--- src/ssom_pkg.sv ---
package ssom_pkg;
   // ************************************************************
   // output function codes
   // ************************************************************
   localparam logic [7:0] FC_ENABLED_CLOSE  = 8'h07;
   localparam logic [7:0] FC_ENABLED_OPEN   = 8'h08;
   localparam logic [7:0] FC_FOLLOW_CLOSE   = 8'h0b;
   localparam logic [7:0] FC_FOLLOW_OPEN    = 8'h0c;
   localparam logic [7:0] FC_READY_CLOSE    = 8'h17;
   localparam logic [7:0] FC_READY_OPEN     = 8'h18;
   localparam logic [7:0] FC_FWD_CLOSE      = 8'h1b;
   localparam logic [7:0] FC_FWD_OPEN       = 8'h1c;
   localparam logic [7:0] FC_REV_CLOSE      = 8'h1d;
   localparam logic [7:0] FC_REV_OPEN       = 8'h1e;

   // ************************************************************
   // sizes and timing
   // ************************************************************
   localparam int          NUM_OUTPUTS      = 6;
   localparam int          POS_WIDTH        = 32;
   localparam int          CLOCK_HZ         = 50_000_000;
   localparam int          READY_HOLD_MS    = 1000;
   localparam int          READY_HOLD_CYC   = CLOCK_HZ / 1000 * READY_HOLD_MS;
   localparam logic [7:0]  FUNC_RESET       = 8'h00;
endpackage : ssom_pkg

--- src/ssom_top.sv ---
`timescale 1ns/10ps
// Overview of operation
// - not ready: enable request ignored, drive stays disabled, motor unexcited
// - ready needs no fault, supply normal, torque-off and halt untriggered
// - code 23 closes while ready; code 24 closes while not ready
// - code 7 closes while enabled; code 8 closes while disabled
// - while running, flag follow error when position error exceeds threshold
// - code 11 closes on follow error; code 12 inverts
// - limit output when motor meets limit in its running direction
// - code 27 closes on forward limit; code 28 inverts
// - code 29 closes on reverse limit; code 30 inverts
// - absolute mode: input switch or soft limit triggers limit output
// - each of six outputs has its own function select
// - ready may persist about one second after mains removal
// - mains absent: ready deasserted and low-voltage warning raised
// - mains lost while enabled: warning, fault, or position alarm if moving
module ssom_top
   import ssom_pkg::*;
#(
   parameter int HOLD_CYCLES = READY_HOLD_CYC
) (
   // clock and reset
   input  wire logic                        i_clock,
   input  wire logic                        i_nrst,
   // pin inputs
   input  wire logic                        i_enable_request,
   input  wire logic                        i_mains_ok,
   input  wire logic                        i_safe_torque_off,
   input  wire logic                        i_emergency_halt,
   input  wire logic                        i_fwd_limit_switch,
   input  wire logic                        i_rev_limit_switch,
   // internal drive state, same clock
   input  wire logic                        i_fault,
   input  wire logic                        i_moving,
   input  wire logic                        i_dir_reverse,
   input  wire logic                        i_absolute_mode,
   input  wire logic signed [POS_WIDTH-1:0] i_actual_pos,
   input  wire logic signed [POS_WIDTH-1:0] i_command_pos,
   // settings
   input  wire logic        [POS_WIDTH-1:0] i_follow_error_threshold,
   input  wire logic signed [POS_WIDTH-1:0] i_soft_pos_limit,
   input  wire logic signed [POS_WIDTH-1:0] i_soft_neg_limit,
   input  wire logic        [7:0]           i_output_function_select [NUM_OUTPUTS],
   // status
   output logic                             o_ready,
   output logic                             o_enabled,
   output logic                             o_follow_error,
   output logic                             o_fwd_limit,
   output logic                             o_rev_limit,
   output logic                             o_low_voltage_warn,
   output logic                             o_undervolt_warn,
   output logic                             o_low_voltage_fault,
   output logic                             o_pos_error_alarm,
   // digital outputs, high means closed
   output logic             [NUM_OUTPUTS-1:0] o_digital_outputs
);
   // ************************************************************
   // pin synchronisers
   // ************************************************************
   logic [6:0] pins_sync;
   logic       sync_armed;
   logic       enable_req_s;
   logic       mains_ok_s;
   logic       sto_s;
   logic       halt_s;
   logic       fwd_sw_s;
   logic       rev_sw_s;

   // constant high bit marks when the flops hold real pin levels
   ssom_sync #(.WIDTH(7)) u_sync (
      .i_clock (i_clock),
      .i_nrst  (i_nrst),
      .i_async ({1'b1, i_enable_request, i_mains_ok, i_safe_torque_off,
                 i_emergency_halt, i_fwd_limit_switch, i_rev_limit_switch}),
      .o_sync  (pins_sync)
   );

   assign {sync_armed, enable_req_s, mains_ok_s, sto_s, halt_s, fwd_sw_s, rev_sw_s} = pins_sync;

   // ************************************************************
   // helpers
   // ************************************************************
   // magnitude of a signed difference
   function automatic logic [POS_WIDTH:0] ssom_abs_diff(
      input logic signed [POS_WIDTH-1:0] a,
      input logic signed [POS_WIDTH-1:0] b
   );
      logic signed [POS_WIDTH:0] d;
      d = {a[POS_WIDTH-1], a} - {b[POS_WIDTH-1], b};
      ssom_abs_diff = d[POS_WIDTH] ? (POS_WIDTH+1)'(-d) : d;
   endfunction : ssom_abs_diff

   // ************************************************************
   // ready with mains discharge hold
   // ************************************************************
   logic        ready;
   logic        next_ready;
   logic [31:0] hold_cnt;
   logic [31:0] next_hold_cnt;
   logic        base_ok;

   // ready needs all conditions; mains drop is held off by the bulk capacitor
   assign base_ok = !i_fault && !sto_s && !halt_s;

   always_comb begin
      next_ready    = ready;
      next_hold_cnt = hold_cnt;
      if (!base_ok) begin
         next_ready    = 1'b0;
         next_hold_cnt = '0;
      end else if (mains_ok_s) begin
         next_ready    = 1'b1;
         next_hold_cnt = '0;
      end else if (ready && hold_cnt < 32'(HOLD_CYCLES - 1)) begin
         next_hold_cnt = hold_cnt + 32'h1;
      end else begin
         next_ready    = 1'b0;
         next_hold_cnt = '0;
      end
   end

   always_ff @(posedge i_clock or negedge i_nrst) begin
      if (!i_nrst) begin
         ready    <= 1'b0;
         hold_cnt <= '0;
      end else begin
         ready    <= next_ready;
         hold_cnt <= next_hold_cnt;
      end
   end

   // ************************************************************
   // enable state and status flags
   // ************************************************************
   logic enabled;
   logic next_enabled;
   logic follow_err;
   logic next_follow_err;
   logic fwd_lim;
   logic next_fwd_lim;
   logic rev_lim;
   logic next_rev_lim;
   logic lv_warn;
   logic next_lv_warn;
   logic uv_warn;
   logic next_uv_warn;
   logic lv_fault;
   logic next_lv_fault;
   logic pos_alarm;
   logic next_pos_alarm;
   logic fwd_hit;
   logic rev_hit;

   // limit sources: switches, plus soft limits in absolute mode
   assign fwd_hit = fwd_sw_s ||
                    (i_absolute_mode && i_actual_pos >= i_soft_pos_limit);
   assign rev_hit = rev_sw_s ||
                    (i_absolute_mode && i_actual_pos <= i_soft_neg_limit);

   always_comb begin
      // enable only granted while ready
      next_enabled    = enable_req_s && ready;
      // position error compare while running
      next_follow_err = i_moving &&
                        (ssom_abs_diff(i_actual_pos, i_command_pos) >
                         {1'b0, i_follow_error_threshold});
      // limit only in the running direction
      next_fwd_lim    = i_moving && !i_dir_reverse && fwd_hit;
      next_rev_lim    = i_moving && i_dir_reverse && rev_hit;
      // mains absent warning
      // sync flops reset low: no false warning until they are filled
      next_lv_warn    = !mains_ok_s && sync_armed;
      // mains loss while enabled
      next_uv_warn    = enabled && !mains_ok_s;
      next_lv_fault   = enabled && !mains_ok_s && !ready;
      next_pos_alarm  = enabled && !mains_ok_s && i_moving;
   end

   always_ff @(posedge i_clock or negedge i_nrst) begin
      if (!i_nrst) begin
         enabled    <= 1'b0;
         follow_err <= 1'b0;
         fwd_lim    <= 1'b0;
         rev_lim    <= 1'b0;
         lv_warn    <= 1'b0;
         uv_warn    <= 1'b0;
         lv_fault   <= 1'b0;
         pos_alarm  <= 1'b0;
      end else begin
         enabled    <= next_enabled;
         follow_err <= next_follow_err;
         fwd_lim    <= next_fwd_lim;
         rev_lim    <= next_rev_lim;
         lv_warn    <= next_lv_warn;
         uv_warn    <= next_uv_warn;
         lv_fault   <= next_lv_fault;
         pos_alarm  <= next_pos_alarm;
      end
   end

   // ************************************************************
   // output mapping
   // ************************************************************
   logic [NUM_OUTPUTS-1:0] closed;
   logic [NUM_OUTPUTS-1:0] outs;
   logic [NUM_OUTPUTS-1:0] next_outs;

   // one selector per output
   for (genvar g = 0; g < NUM_OUTPUTS; g++) begin : g_out
      ssom_mux u_mux (
         .i_func       (i_output_function_select[g]),
         .i_ready      (ready),
         .i_enabled    (enabled),
         .i_follow_err (follow_err),
         .i_fwd_limit  (fwd_lim),
         .i_rev_limit  (rev_lim),
         .o_closed     (closed[g])
      );
   end

   // re-evaluated every cycle
   always_comb begin
      next_outs = closed;
   end

   always_ff @(posedge i_clock or negedge i_nrst) begin
      if (!i_nrst) begin
         outs <= '0;
      end else begin
         outs <= next_outs;
      end
   end

   // ************************************************************
   // outputs
   // ************************************************************
   assign o_ready             = ready;
   assign o_enabled           = enabled;
   assign o_follow_error      = follow_err;
   assign o_fwd_limit         = fwd_lim;
   assign o_rev_limit         = rev_lim;
   assign o_low_voltage_warn  = lv_warn;
   assign o_undervolt_warn    = uv_warn;
   assign o_low_voltage_fault = lv_fault;
   assign o_pos_error_alarm   = pos_alarm;
   assign o_digital_outputs   = outs;
endmodule : ssom_top

--- src/ssom_sync.sv ---
`timescale 1ns/10ps
// ************************************************************
// two flop synchroniser for pin inputs
// ************************************************************
module ssom_sync
   import ssom_pkg::*;
#(
   parameter int WIDTH = 1
) (
   // clock and reset
   input  wire logic             i_clock,
   input  wire logic             i_nrst,
   // data
   input  wire logic [WIDTH-1:0] i_async,
   output logic      [WIDTH-1:0] o_sync
);
   logic [WIDTH-1:0] stage1;
   logic [WIDTH-1:0] stage2;
   logic [WIDTH-1:0] next_stage1;
   logic [WIDTH-1:0] next_stage2;

   // next values
   always_comb begin
      next_stage1 = i_async;
      next_stage2 = stage1;
   end

   // registers
   always_ff @(posedge i_clock or negedge i_nrst) begin
      if (!i_nrst) begin
         stage1 <= '0;
         stage2 <= '0;
      end else begin
         stage1 <= next_stage1;
         stage2 <= next_stage2;
      end
   end

   assign o_sync = stage2;
endmodule : ssom_sync

--- src/ssom_mux.sv ---
`timescale 1ns/10ps
// ************************************************************
// one digital output: function select and polarity
// ************************************************************
module ssom_mux
   import ssom_pkg::*;
(
   // function select
   input  wire logic [7:0] i_func,
   // drive states
   input  wire logic       i_ready,
   input  wire logic       i_enabled,
   input  wire logic       i_follow_err,
   input  wire logic       i_fwd_limit,
   input  wire logic       i_rev_limit,
   // closed level
   output logic            o_closed
);
   // recomputed every cycle, no latching
   always_comb begin
      if (i_func == FC_READY_CLOSE) begin
         o_closed = i_ready;
      end else if (i_func == FC_READY_OPEN) begin
         o_closed = !i_ready;
      end else if (i_func == FC_ENABLED_CLOSE) begin
         o_closed = i_enabled;
      end else if (i_func == FC_ENABLED_OPEN) begin
         o_closed = !i_enabled;
      end else if (i_func == FC_FOLLOW_CLOSE) begin
         o_closed = i_follow_err;
      end else if (i_func == FC_FOLLOW_OPEN) begin
         o_closed = !i_follow_err;
      end else if (i_func == FC_FWD_CLOSE) begin
         o_closed = i_fwd_limit;
      end else if (i_func == FC_FWD_OPEN) begin
         o_closed = !i_fwd_limit;
      end else if (i_func == FC_REV_CLOSE) begin
         o_closed = i_rev_limit;
      end else if (i_func == FC_REV_OPEN) begin
         o_closed = !i_rev_limit;
      end else begin
         o_closed = 1'b0;                 // unassigned code: open
      end
   end
endmodule : ssom_mux

--- config.mk ---
export PLATFORM = sky130hd
export DESIGN_NAME = ssom_top
export DESIGN_NICKNAME = d
export VERILOG_FILES = /design/src/ssom_pkg.sv /design/src/ssom_top.sv /design/src/ssom_sync.sv /design/src/ssom_mux.sv
export SDC_FILE = /design/constraint.sdc
export NUM_CORES = 1
export LEC_CHECK = 0
export ABC_AREA = 0
export BUFFER_PORTS_ARGS = -buffer_cell sky130_fd_sc_hd__buf_2
export CORE_ASPECT_RATIO = 2
export CORE_UTILIZATION = 40
export DETAILED_ROUTE_END_ITERATION = 16
export PLACE_DENSITY = 0.61
export REMOVE_ABC_BUFFERS = 1
export SLEW_MARGIN = 15
export SYNTH_ARGS = -nofsm -noshare
export SYNTH_HDL_FRONTEND = slang
export SYNTH_SLANG_ARGS = --single-unit
--- constraint.sdc ---
create_clock -name i_clock -period 5.8 [get_ports i_clock]
set_input_delay 0.29 -clock i_clock [delete_from_list [all_inputs] [get_ports i_clock]]
set_output_delay 0.29 -clock i_clock [all_outputs]
set_load 0.01 [all_outputs]
## Word-level counts from Yosys, hierarchy flattened

Index checks and enable logic that the tools add are counted.

| storage, ports and cells | value |
|---|---|
| register bits after elaboration | 61 |
| input bits | 220 |
| output and inout bits | 15 |
| logic and storage cells | 175 |

| operators by class | value |
|---|---|
| add/sub/neg operators | 3 |
| multiplexer cells | 67 |
| eq/ne operators | 61 |
| reduce and logical (&&, ||, !) cells | 27 |
| $lt $le $gt $ge | 4 |

Operators with widths:

| operator | count |
|---|---|
| $eq A8 B5 Y1 const B | 36 |
| $eq A8 B4 Y1 const B | 18 |
| $mux W32 | 3 |
| $mux W1 | 63 |
| $eq A8 B3 Y1 const B | 6 |
| $gt A33 B32 Y1 | 1 |
| $mux W33 | 1 |
| $neg A33 Y33 | 1 |
| $sub A32 B32 Y33 | 1 |
| $add A32 B1 Y32 const B | 1 |
| $ge A32 B32 Y1 | 1 |
| $le A32 B32 Y1 | 1 |
| $lt A32 B26 Y1 const B | 1 |
| $logic_and A1 B1 Y1 | 15 |
| $logic_not A1 Y1 | 10 |
| $ne A3 B2 Y1 const B | 1 |
| $logic_or A1 B1 Y1 | 2 |

## Depth between registers and ports, before layout

Gate-level depths: netlist of the first run.

| depth | value |
|---|---|
| depth after elaboration | 11 |
| depth in mapped cells | 25 |
| mapped depth without buffers | 24 |

## By module

Synthesis of the first run repeated with hierarchy kept, for this count alone.

| second synthesis, totals | value |
|---|---|
| cell total of the unflattened synthesis | 1091 |
| area, all modules | 8461.9 sq um |

Modules (own cells, without submodules):

| module | seq. area each (sq um) | cells each | area each (sq um) | times used |
|---|---|---|---|---|
| ssom_top | 1176.1 | 939 | 7195.7 | 1 |
| ssom_mux | 0.0 | 23 | 152.6 | 6 |
| ssom_sync | 350.3 | 14 | 350.3 | 1 |

## Least setup slack after synthesis of the first run

Ideal clock, no wire load.

| timing | value |
|---|---|
| path kind | input to register |
| start | in i_actual_pos[0] |
| end | reg follow_err (netlist: o_follow_error) |
| buffers on the path | 1 |
| data arrival time | 4773 ps |
| stages | 25 |
| setup slack | 891 ps |
| data required time | 5664 ps |
| setup time | 136 ps |
| cell sequence | inv_1 > ha_1 > fa_1 > nor2b_1 > o31a_1 > o211ai_1 > a21boi_0 > o21a_1 > o211a_1 > o21ai_0 > a31oi_2 > clkbuf_1 > a21oi_1 > xnor2_1 > ha_1 > a21o_1 > a21o_1 > a21o_1 > a21o_1 > a21oi_1 > nor2b_1 > o21ai_0 > a21oi_1 > o211ai_1 > o41ai_2 |

| between the ends | value |
|---|---|
| longest elaborated chain between the ends | 5 |

Ends and longest elaborated chain:

| item | line | RTL |
|---|---|---|
| start, declared | ssom_top.sv:37 | `input wire logic signed [POS_WIDTH-1:0] i_actual_pos,` |
| $sub A32 B32 Y33 * | ssom_top.sv:89 | `d = {a[POS_WIDTH-1], a} - {b[POS_WIDTH-1], b};` |
| $neg A33 Y33 | ssom_top.sv:90 | `ssom_abs_diff = d[POS_WIDTH] ? (POS_WIDTH+1)'(-d) : d;` |
| $mux W33 * | ssom_top.sv:90 |  |
| $gt A33 B32 Y1 * | ssom_top.sv:165 | `(ssom_abs_diff(i_actual_pos, i_command_pos) >` |
| $logic_and A1 B1 Y1 * | ssom_top.sv:164 | `next_follow_err = i_moving &&` |
| via next_follow_err | ssom_top.sv:138 | `logic next_follow_err;` |
| end signal, assigned | ssom_top.sv:191 | `follow_err <= next_follow_err;` |
| end, declared | ssom_top.sv:137 | `logic follow_err;` |

Mark *: on every way through the listed nets, which the timed path passes. The rest lies on a longest branch.
A chain may end at the register's enable or synchronous reset.

## Final worst setup path of the first run

Ends and elaborated chain as after synthesis.

==> results of run 1 <==
## state kept, by name, indices dropped and copies added (netlist names)
register,count
o_low_voltage_fault,1
o_pos_error_alarm,1
o_follow_error,1
u_sync.o_sync,7
o_enabled,1
o_rev_limit,1
o_low_voltage_warn,1
o_digital_outputs,6
hold_cnt,32
o_ready,1
u_sync.next_stage2,7
o_undervolt_warn,1
o_fwd_limit,1
## cell type report
cell class	instances	area share, %
Multi-Input combinational cell	831	60.4
Sequential cell	61	15.3
Timing Repair Buffer	239	12.1
Antenna cell	4	0.100
Inverter	140	5.28
Clock inverter	7	1.23
Clock buffer	9	2.26
Tap cell	262	3.29
## critical path, delay by kind of cell
kind | cells | cell delay [ns]
adders and majority gates | 3 | 1.00
and+or+nand+nor | 5 | 1.28
AOI/OAI and AO/OA | 13 | 2.22
xor gates and xnor gates | 2 | 0.33
buffers and inverters | 2 | 0.14
## worst paths after layout
kind	from	to	slack, ns	depth (start not counted)
worst max register to register	hold_cnt[0]	hold_cnt[10]	3.45	12
worst min-delay path	i_safe_torque_off	u_sync.next_stage2[3]	0.07	1
max in group asynchronous	i_nrst	hold_cnt[18]	5.18	2
worst min register to register	u_sync.next_stage2[6]	u_sync.o_sync[6]	0.35	0
worst max-delay path	i_actual_pos[0]	o_follow_error	0.75	25
min in group asynchronous	i_nrst	o_digital_outputs[2]	0.13	2
## logic make-up (layout without fill, tap and decap cells)
family                   Yosys count  count (layout)
adder cells (fa/ha/maj)          131             131
AND/OR/NAND/NOR                  332             332
AO/OA/AOI/OAI                    275             275
buffers and inverters            171             395
flip-flops                        61              61
other                              2              11
multiplexers                      12              12
XOR/XNOR                          74              74
## layout by cell type, fill, tap and decap left out, types with 23 or more instances in the layout
cell	count
nand4_1	36
nand3_1	35
inv_1	140
a21oi_1	70
a21o_1	44
nor2_1	84
buf_2	234
xnor2_1	40
o21ai_0	50
ha_1	130
xor2_1	34
nand2_1	59
dfrtp_1	61
nor3_1	23
## power by group
group / internal [W] / switching, W
sequential: 0.000437 / 0.0000138
combinational: 0.000372 / 0.000470
clock: 0.000421 / 0.000198
## routing by layer
metal,up-vias,track usage [%],share of wire (%)
li1,4220,-,-
met1,3833,20.2,34
met2,222,47.9,57
met3,56,2.56,3.7
met4,2,13.5,5.7
met5,-,0,0.058
## stage by stage
step	total power (W)	cells	hold slack [ns]	setup slack, ns	area [um2]
after floorplan	0.00102	1032	-0.00559	0.940	8070
after global placement	0.00129	1533	0.335	0.536	9600
after detailed placement	0.00130	1533	0.336	0.427	9600
after CTS	0.00193	1549	0.0600	0.764	9950
after global routing	0.00205	1551	0.0612	0.460	9960
final	0.00191	1553	0.0691	0.745	9960
==> reports/qor.yml, run 1 <==
run_status:
  status: "finished clean"
logic_synthesis:
  synth_top_family_by_area: "compound AO/OA/AOI/OAI gates"
  synth_ff_type: "dfrtp_1"
  netlist_instances: 1058
  synth_area_leaders: "ha_1 20%, dfrtp_1 19%, inv_1 6.4%, a21oi_1 4.3%, xnor2_1 4.3%"
  synth-edff-count: 0
  yosysMostFrequentCell: "inv_1"
  synth_fa_ha_area_share_pct: 20.1
  ys_ff_latch: 61
  syn-cell-area_um2: 8180
  yosys.area_share.xor_xnor_pct: 7.92
  synth_top_area_share_pct: 19.9
  yosys.area_share.simple_pct: 21.2
  yosys_warnings: 0
  async_flop_share_pct: 100
  synthMuxAreaShare_pct: 1.48
  synth_common_cells: "140 x inv_1, 130 x ha_1, 84 x nor2_1"
  yosysSeqAreaShare_pct: 18.7
  yosysTopAreaCell: "ha_1"
  syn_area_per_cell_um2: 7.73
  synth_compound_area_share_pct: 22.5
  netlist-cell-type-count: 70
timing:
  fin_crit_sh_pct: 87.1
  fmax_mhz: 198
  period_needed_ns: 5.05
  fin_worst_skew_ns: 0.00728
  setup_viol: 0
  hold_viol: 0
  worst_slew_pin_slew_ns: 0.789
  rsz0062_at_grt: "false"
  slew_viol_final: 0
  setup_tns_ns: 0
  relSlewSlack_pct: 47.3
flow_run:
  max_cap_viol_count: 0
layout:
  multiInputGateArea_um2: 6010
  final_util_pct: 50.0
  fill_cells: 2073
  register_area_um2: 1530
  syn_to_final_growth_pct: 21.8
  drive_above_1_share_pct: 21.4
  final_nets: 1633
cts:
  cts_buffer_depth: 2
  cts_setup_buffers: 0
  cts_made_buffers: 9
  cts.sinks: 61
  clk_pin_slew_ns: 0.06
  insertion_delay_ns: 0.33
  cts_hold_buf: 0
  cts_resized: 0
  cts_tree: "yes"
  htreeDepth: 3
  cts_root_buf: "clkbuf_16"
worst_setup_path:
  start_kind: "primary input"
  path_class: "in -> reg"
  max_stage_delay_ns: 0.46
  critPathSlowestCell: "fa_1"
  cp_max_fo: 6
  critPathCaptureType: "flip-flop"
  critPathMostFrequentCell: "a21o_1"
  cp.required_ns: 6.00
  critPathArrivalTime_ns: 5.25
routing:
  wire_per_inst_um: 15.6
  vias: 8333
  viasPerCell: 5.37
  drc: 0
  wirelength_um: 24300
  drt_iter0_drc: 205
  antenna_left: 0
  dr.pass1.iters: 4
power_and_ir_drop:
  p_leak_nw: 5.18
  peakVddDrop_v: 0.000214
  power_density_nw_per_um2: 192
floorplan:
  chipHeight_um: 204
  die_x_um: 103
  core_um2: 19900
  core.rowCount: 73
  initial_core_util_pct: 41.1
  io_pins: 235
  die_area_um2: 21100
placed_design:
  io_buffers: 234
  hpwl_um: 21100
  gp_congestion: 0.894
global_routing:
  grt_usage_pct: 23.3
  grt_pass1_vias: 8361
  antenna_found_initial: 3
  grt_max_degree: 62
  grt_first_pass_wirelength_um: 38100
  grt-ovfl-total: 0
worst_hold_path:
  hp-class: "in -> reg"
(Power assumes the default switching activity.)
==> run 2, diff against run 1 <==
--- a/config.mk
+++ b/config.mk
@@ -7,7 +7,6 @@
 export LEC_CHECK = 0
 export ABC_AREA = 0
 export BUFFER_PORTS_ARGS = -buffer_cell sky130_fd_sc_hd__buf_2
-export CORE_ASPECT_RATIO = 2
 export CORE_UTILIZATION = 40
 export DETAILED_ROUTE_END_ITERATION = 16
 export PLACE_DENSITY = 0.61
==> run 2 against run 1 <==
  * Combinational power down 0.7%
  * Count of clock-buffer cells in the layout up 4
  * Total power down 8.2%
  * Sequential power about the same
  * Utilization down 0.22 points
  * Die area down 0.17%
  * Flip-flop and latch count unchanged
  * Critical path type unchanged
  * Critical endpoint unchanged
==> reports/qor.yml, run 2 (synthesis gave the netlist of run 1 again) <==
floorplan:
  die_x_um: 145
  io_pins: 235
  initial_core_util_pct: 41.3
  die_area_um2: 21000
  core_um2: 19800
  core.rowCount: 51
  chipHeight_um: 145
flow_run:
  max_cap_viol_count: 0
worst_setup_path:
  critPathArrivalTime_ns: 5.22
  critPathCaptureType: "flip-flop"
  critPathSlowestCell: "fa_1"
  path_depth: 25
  cp.required_ns: 6.00
  crit_family: "compound AO/OA/AOI/OAI gates"
  start_kind: "primary input"
  cp_max_fo: 6
  worst-r2r-cell-count: 12
  critPathMostFrequentCell: "a21o_1"
  max_stage_delay_ns: 0.45
  critPathBufInv: 2
  path_class: "in -> reg"
timing:
  worst_slew_pin_slew_ns: 0.790
  fin_crit_sh_pct: 86.6
  fmax_mhz: 199
  relSlewSlack_pct: 47.3
  setup_tns_ns: 0
  postLayoutSetupSlackWorst_ns: 0.776
  whs_ns: 0.0674
  fin_worst_skew_ns: 0.00702
  slew_viol_final: 0
  hold_viol: 0
  setup_viol: 0
  period_needed_ns: 5.02
  rsz0062_at_grt: "false"
global_routing:
  grt-ovfl-total: 0
  use_met3_pct: 3.77
  grt_pass1_vias: 7651
  grt.met2_usage_pct: 34.2
  antenna_found_initial: 0
  grtUsageMet1_pct: 31.6
  grt_max_degree: 62
  grt_usage_pct: 21.8
  busiest_layer: "met2"
  grt_first_pass_wirelength_um: 37800
power_and_ir_drop:
  p_switching_w: 0.000654
  p_leak_nw: 5.14
  peakVddDrop_v: 0.000101
  sequentialPowerShare_pct: 25.6
  p_comb_share_pct: 47.6
  power.internal_w: 0.00110
  power_density_nw_per_um2: 178
  clock_power_share_pct: 26.8
  p_total_w: 0.00176
  switching_share_pct: 37.2
placed_design:
  dpl_worst_slack_ns: 0.469
  io_buffers: 234
  placed_area_um2: 9590
  gp_congestion: 0.905
  hpwl_um: 19300
cts:
  cts_resized: 0
  cts_root_buf: "clkbuf_16"
  insertion_delay_ns: 0.33
  clk_pin_slew_ns: 0.05
  cts_buffer_depth: 2
  cts.sinks: 61
  htreeDepth: 3
  cts_hold_buf: 0
  cts_setup_buffers: 0
  cts_made_buffers: 9
  cts_tree: "yes"
routing:
  wirelength_um: 22700
  wire_per_inst_um: 14.7
  antenna_left: 0
  vias: 8023
  drc: 0
  dr.pass1.iters: 5
  drt_iter0_drc: 484
  viasPerCell: 5.18
layout:
  syn_to_final_growth_pct: 20.5
  max_flop_register: "hold_cnt"
  largest_register_ffs: 32
  final_common_cell: "buf_2"
  final_cell_mix: "234 x buf_2, 140 x inv_1, 130 x ha_1"
  antenna_cells: 0
  final_area_um2: 9850
  drive_above_1_share_pct: 21.0
  final_nets: 1631
  fill_cells: 2036
worst_hold_path:
  hp-class: "in -> reg"
  hold-path-cell-count: 1
run_status:
  status: "finished clean"
==> run 2: final cells by class <==
class | instances | area, um2 | area share [%]
repair buffers | 237 | 1190 | 12.1
clock buffers | 13 | 250 | 2.54
multi-input cells | 831 | 6010 | 61.0
clock inverters | 2 | 10.0 | 0.102
flip-flops and latches | 61 | 1530 | 15.5
inverters | 140 | 526 | 5.33
well taps | 265 | 332 | 3.37
==> run 2: power by group through the flow <==
stage	clock [W]	sequential [W]	combinational, W
2_1_floorplan	0	0.000454	0.000570
3_3_place_gp	0	0.000456	0.000822
3_5_place_dp	0	0.000456	0.000831
4_1_cts	0.000486	0.000448	0.000835
5_1_grt	0.000505	0.000450	0.000948
6_report	0.000471	0.000449	0.000836
==> run 2: worst paths after layout <==
kind / startpoint / end / slack, ns
max in group asynchronous: i_nrst / hold_cnt[0] / 5.14
setup / recovery: i_actual_pos[0] / o_follow_error / 0.78
setup reg to reg: hold_cnt[0] / hold_cnt[19] / 3.29
min in group asynchronous: i_nrst / o_digital_outputs[2] / 0.11
hold reg to reg: u_sync.next_stage2[0] / u_sync.o_sync[0] / 0.35
hold / removal: i_fwd_limit_switch / u_sync.next_stage2[1] / 0.07
==> run 2: metal layers <==
layer | wire length [um] | vias up
li1 | - | 4203
met1 | 11600 | 3571
met2 | 9740 | 231
met3 | 1220 | 18
met4 | 190 | 0
met5 | 0 | -
==> run 2: worst register-to-register path, cell delays in order (launching register included) <==
cell	delay, ns
dfrtp_1	0.39
ha_1	0.20
nand3_1	0.12
nor2_1	0.28
nand2_1	0.13
nand3_1	0.11
a21o_1	0.12
a21oi_1	0.06
nor3b_1	0.22
o21ai_0	0.11
nand4_1	0.22
buf_4	0.33
nor2_1	0.10
==> run 2: stage by stage <==
step                cells  utilization (%)
floorplan            1032                -
global placement     1534             48.5
detailed placement   1534             48.5
CTS                  1549             49.8
global route         1549             49.8
finish               1549             49.8
==> run 3, diff against run 2 <==
--- a/config.mk
+++ b/config.mk
@@ -9,6 +9,7 @@
 export BUFFER_PORTS_ARGS = -buffer_cell sky130_fd_sc_hd__buf_2
 export CORE_UTILIZATION = 40
 export DETAILED_ROUTE_END_ITERATION = 16
+export MAX_ROUTING_LAYER = met4
 export PLACE_DENSITY = 0.61
 export REMOVE_ABC_BUFFERS = 1
 export SLEW_MARGIN = 15
==> constraint.sdc (replaced) <==
create_clock -name i_clock -period 5 [get_ports i_clock]
set_input_delay 0.25 -clock i_clock [delete_from_list [all_inputs] [get_ports i_clock]]
set_output_delay 0.25 -clock i_clock [all_outputs]
set_load 0.01 [all_outputs]
==> run 3 against run 2 <==
  * Sequential share of layout area shrank 0.43 points
  * Clock skew grew 0.0018 ns
  * Register-to-register slack lost 0.70 ns
  * Final cell count grew 2.3%
  * Setup slack lost 0.49 ns
  * Highest routed layer unchanged
  * Flip-flop and latch count is the same
  * Routed wire length grew 1.0%
  * Worst hold slack lost 0.039 ns
  * First-iteration DRC count grew 2.7%
  * Largest power group unchanged
  * Global-route usage grew 0.90 points
==> reports/qor.yml, run 3 (synthesis gave the netlist of run 1 again) <==
run_status:
  status: "finished clean"
worst_setup_path:
  path_class: "in -> reg"
  max_stage_delay_ns: 0.57
  cp.required_ns: 5.23
  reg2reg_slack_ns: 2.59
  start_kind: "primary input"
  r2r_start: "hold_cnt[0]"
  timing.rr.end: "hold_cnt[13]"
  cp_max_fo: 5
  crit_family: "simple AND/OR/NAND/NOR gates"
  critPathSlowestCell: "or4_4"
  critPathCaptureType: "flip-flop"
  worst-r2r-cell-count: 12
  critical_path.cell_chain: "buf_2 > inv_1 > ha_1 > fa_2 > nor2b_2 > o31a_1 > buf_4 > o41ai_2 > xnor2_1 > o21bai_1 > or4b_1 > or4_4 > nor3_1 > nor2_1 > xor2_1 > ha_1 > nand4_1 > nor4_1 > a221oi_1 > a21oi_1 > o211ai_1 > o41ai_2"
  critPathBufInv: 3
  critPathArrivalTime_ns: 4.93
power_and_ir_drop:
  peakVddDrop_v: 0.000193
  clock_power_share_pct: 26.2
  sequentialPowerShare_pct: 25.0
  power_density_nw_per_um2: 205
  p_comb_share_pct: 48.8
  p_leak_nw: 5.31
  p_switching_w: 0.000781
  switching_share_pct: 37.6
  power.internal_w: 0.00130
floorplan:
  core_um2: 19800
  die_area_um2: 21000
  die_x_um: 145
  chipHeight_um: 145
  core.rowCount: 51
  io_pins: 235
  initial_core_util_pct: 41.3
worst_hold_path:
  hold-path-cell-count: 1
  hold_path.startpoint: "i_enable_request"
  min_to: "u_sync.next_stage2[5]"
  hp-class: "in -> reg"
timing:
  fin_worst_skew_ns: 0.00881
  fin_crit_sh_pct: 94.2
  slew_viol_final: 0
  period_needed_ns: 4.71
  setup_viol: 0
  relSlewSlack_pct: 47.0
  setup_tns_ns: 0
  rsz0062_at_grt: "false"
  hold_viol: 0
  fmax_mhz: 212
  worst_slew_pin_slew_ns: 0.790
cts:
  htreeDepth: 3
  cts_buffer_depth: 2
  cts_made_buffers: 9
  clk_pin_slew_ns: 0.05
  cts_root_buf: "clkbuf_16"
  cts_setup_buffers: 0
  cts_hold_buf: 0
  cts.sinks: 61
  cts_tree: "yes"
  cts_resized: 0
  insertion_delay_ns: 0.33
flow_run:
  max_cap_viol_count: 0
global_routing:
  antenna_found_initial: 1
  grt_pass1_vias: 7886
  grt_first_pass_wirelength_um: 38200
  grt_max_degree: 62
  grt-ovfl-total: 0
  grt_usage_pct: 22.7
routing:
  drc: 0
  viasPerCell: 5.12
  wirelength_um: 22900
  wire_per_inst_um: 14.5
  dr.pass1.iters: 6
  vias: 8108
  antenna_left: 0
  drt_iter0_drc: 497
placed_design:
  hpwl_um: 19500
  gp_congestion: 0.900
  io_buffers: 234
layout:
  final_cell_mix: "234 x buf_2, 140 x inv_1, 130 x ha_1"
  final_util_pct: 51.2
  final_common_cell: "buf_2"
  max_flop_register: "hold_cnt"
  drive_above_1_share_pct: 23.5
  final_nets: 1664
  syn_to_final_growth_pct: 23.9
  largest_register_ffs: 32
[run 3: layer usage]
layer  vias up  track usage, %  routed length [um]
met3        10            3.33                1110
met4         0            2.71                 101
met1      3603            32.2               11800
met5         -               -                   0
li1       4275               -                   -
met2       220            34.9                9950
[run 3: worst register-to-register path: cells and delay by family (launching register included)]
family / cells / cell delay [ns]
AO/OA/AOI/OAI: 3 / 0.29
adder cells (fa/ha/maj): 1 / 0.20
buffers and inverters: 1 / 0.31
flip-flops: 1 / 0.39
AND/OR/NAND/NOR: 7 / 1.08
[run 3: worst max path at each step]
stage / startpoint / to / slack [ns] / cells after the start
final: i_actual_pos[0] / o_follow_error / 0.29 / 22
after global routing: i_actual_pos[0] / o_follow_error / 0.03 / 23
after CTS: i_actual_pos[0] / o_follow_error / 0.24 / 25
after detailed placement: i_actual_pos[0] / o_follow_error / -0.06 / 25
after global placement: i_actual_pos[0] / o_follow_error / 0.01 / 25
after floorplan: i_actual_pos[0] / o_follow_error / 0.18 / 24
[run 3: cell type report]
class | count | area (um2)
clock inverter | 5 | 27.5
tap | 265 | 332
clock buffer | 11 | 233
timing repair buffer | 270 | 1440
inverter | 140 | 526
multi-input combinational | 831 | 6050
fill | 1998 | 9650
antenna | 1 | 2.50
sequential | 61 | 1530
[run 3: power groups by stage]
stage	Clock [W]	Combinational, W	Sequential (W)
2_1_floorplan	0	0.000661	0.000527
3_3_place_gp	0	0.000985	0.000529
3_5_place_dp	0	0.00100	0.000529
4_1_cts	0.000558	0.00101	0.000521
5_1_grt	0.000584	0.00115	0.000522
6_report	0.000545	0.00101	0.000520
[run 3: metrics by stage]
stage	hold WS, ns	setup slack, ns	cells	area [um2]	total power [W]
floorplan	-0.0456	0.180	1032	8070	0.00119
global route	0.0103	0.0299	1584	10100	0.00225
detailed placement	0.336	-0.0609	1567	9840	0.00153
global placement	0.332	0.0136	1567	9840	0.00151
CTS	0.0148	0.244	1583	10100	0.00208
finish	0.0280	0.291	1584	10100	0.00208
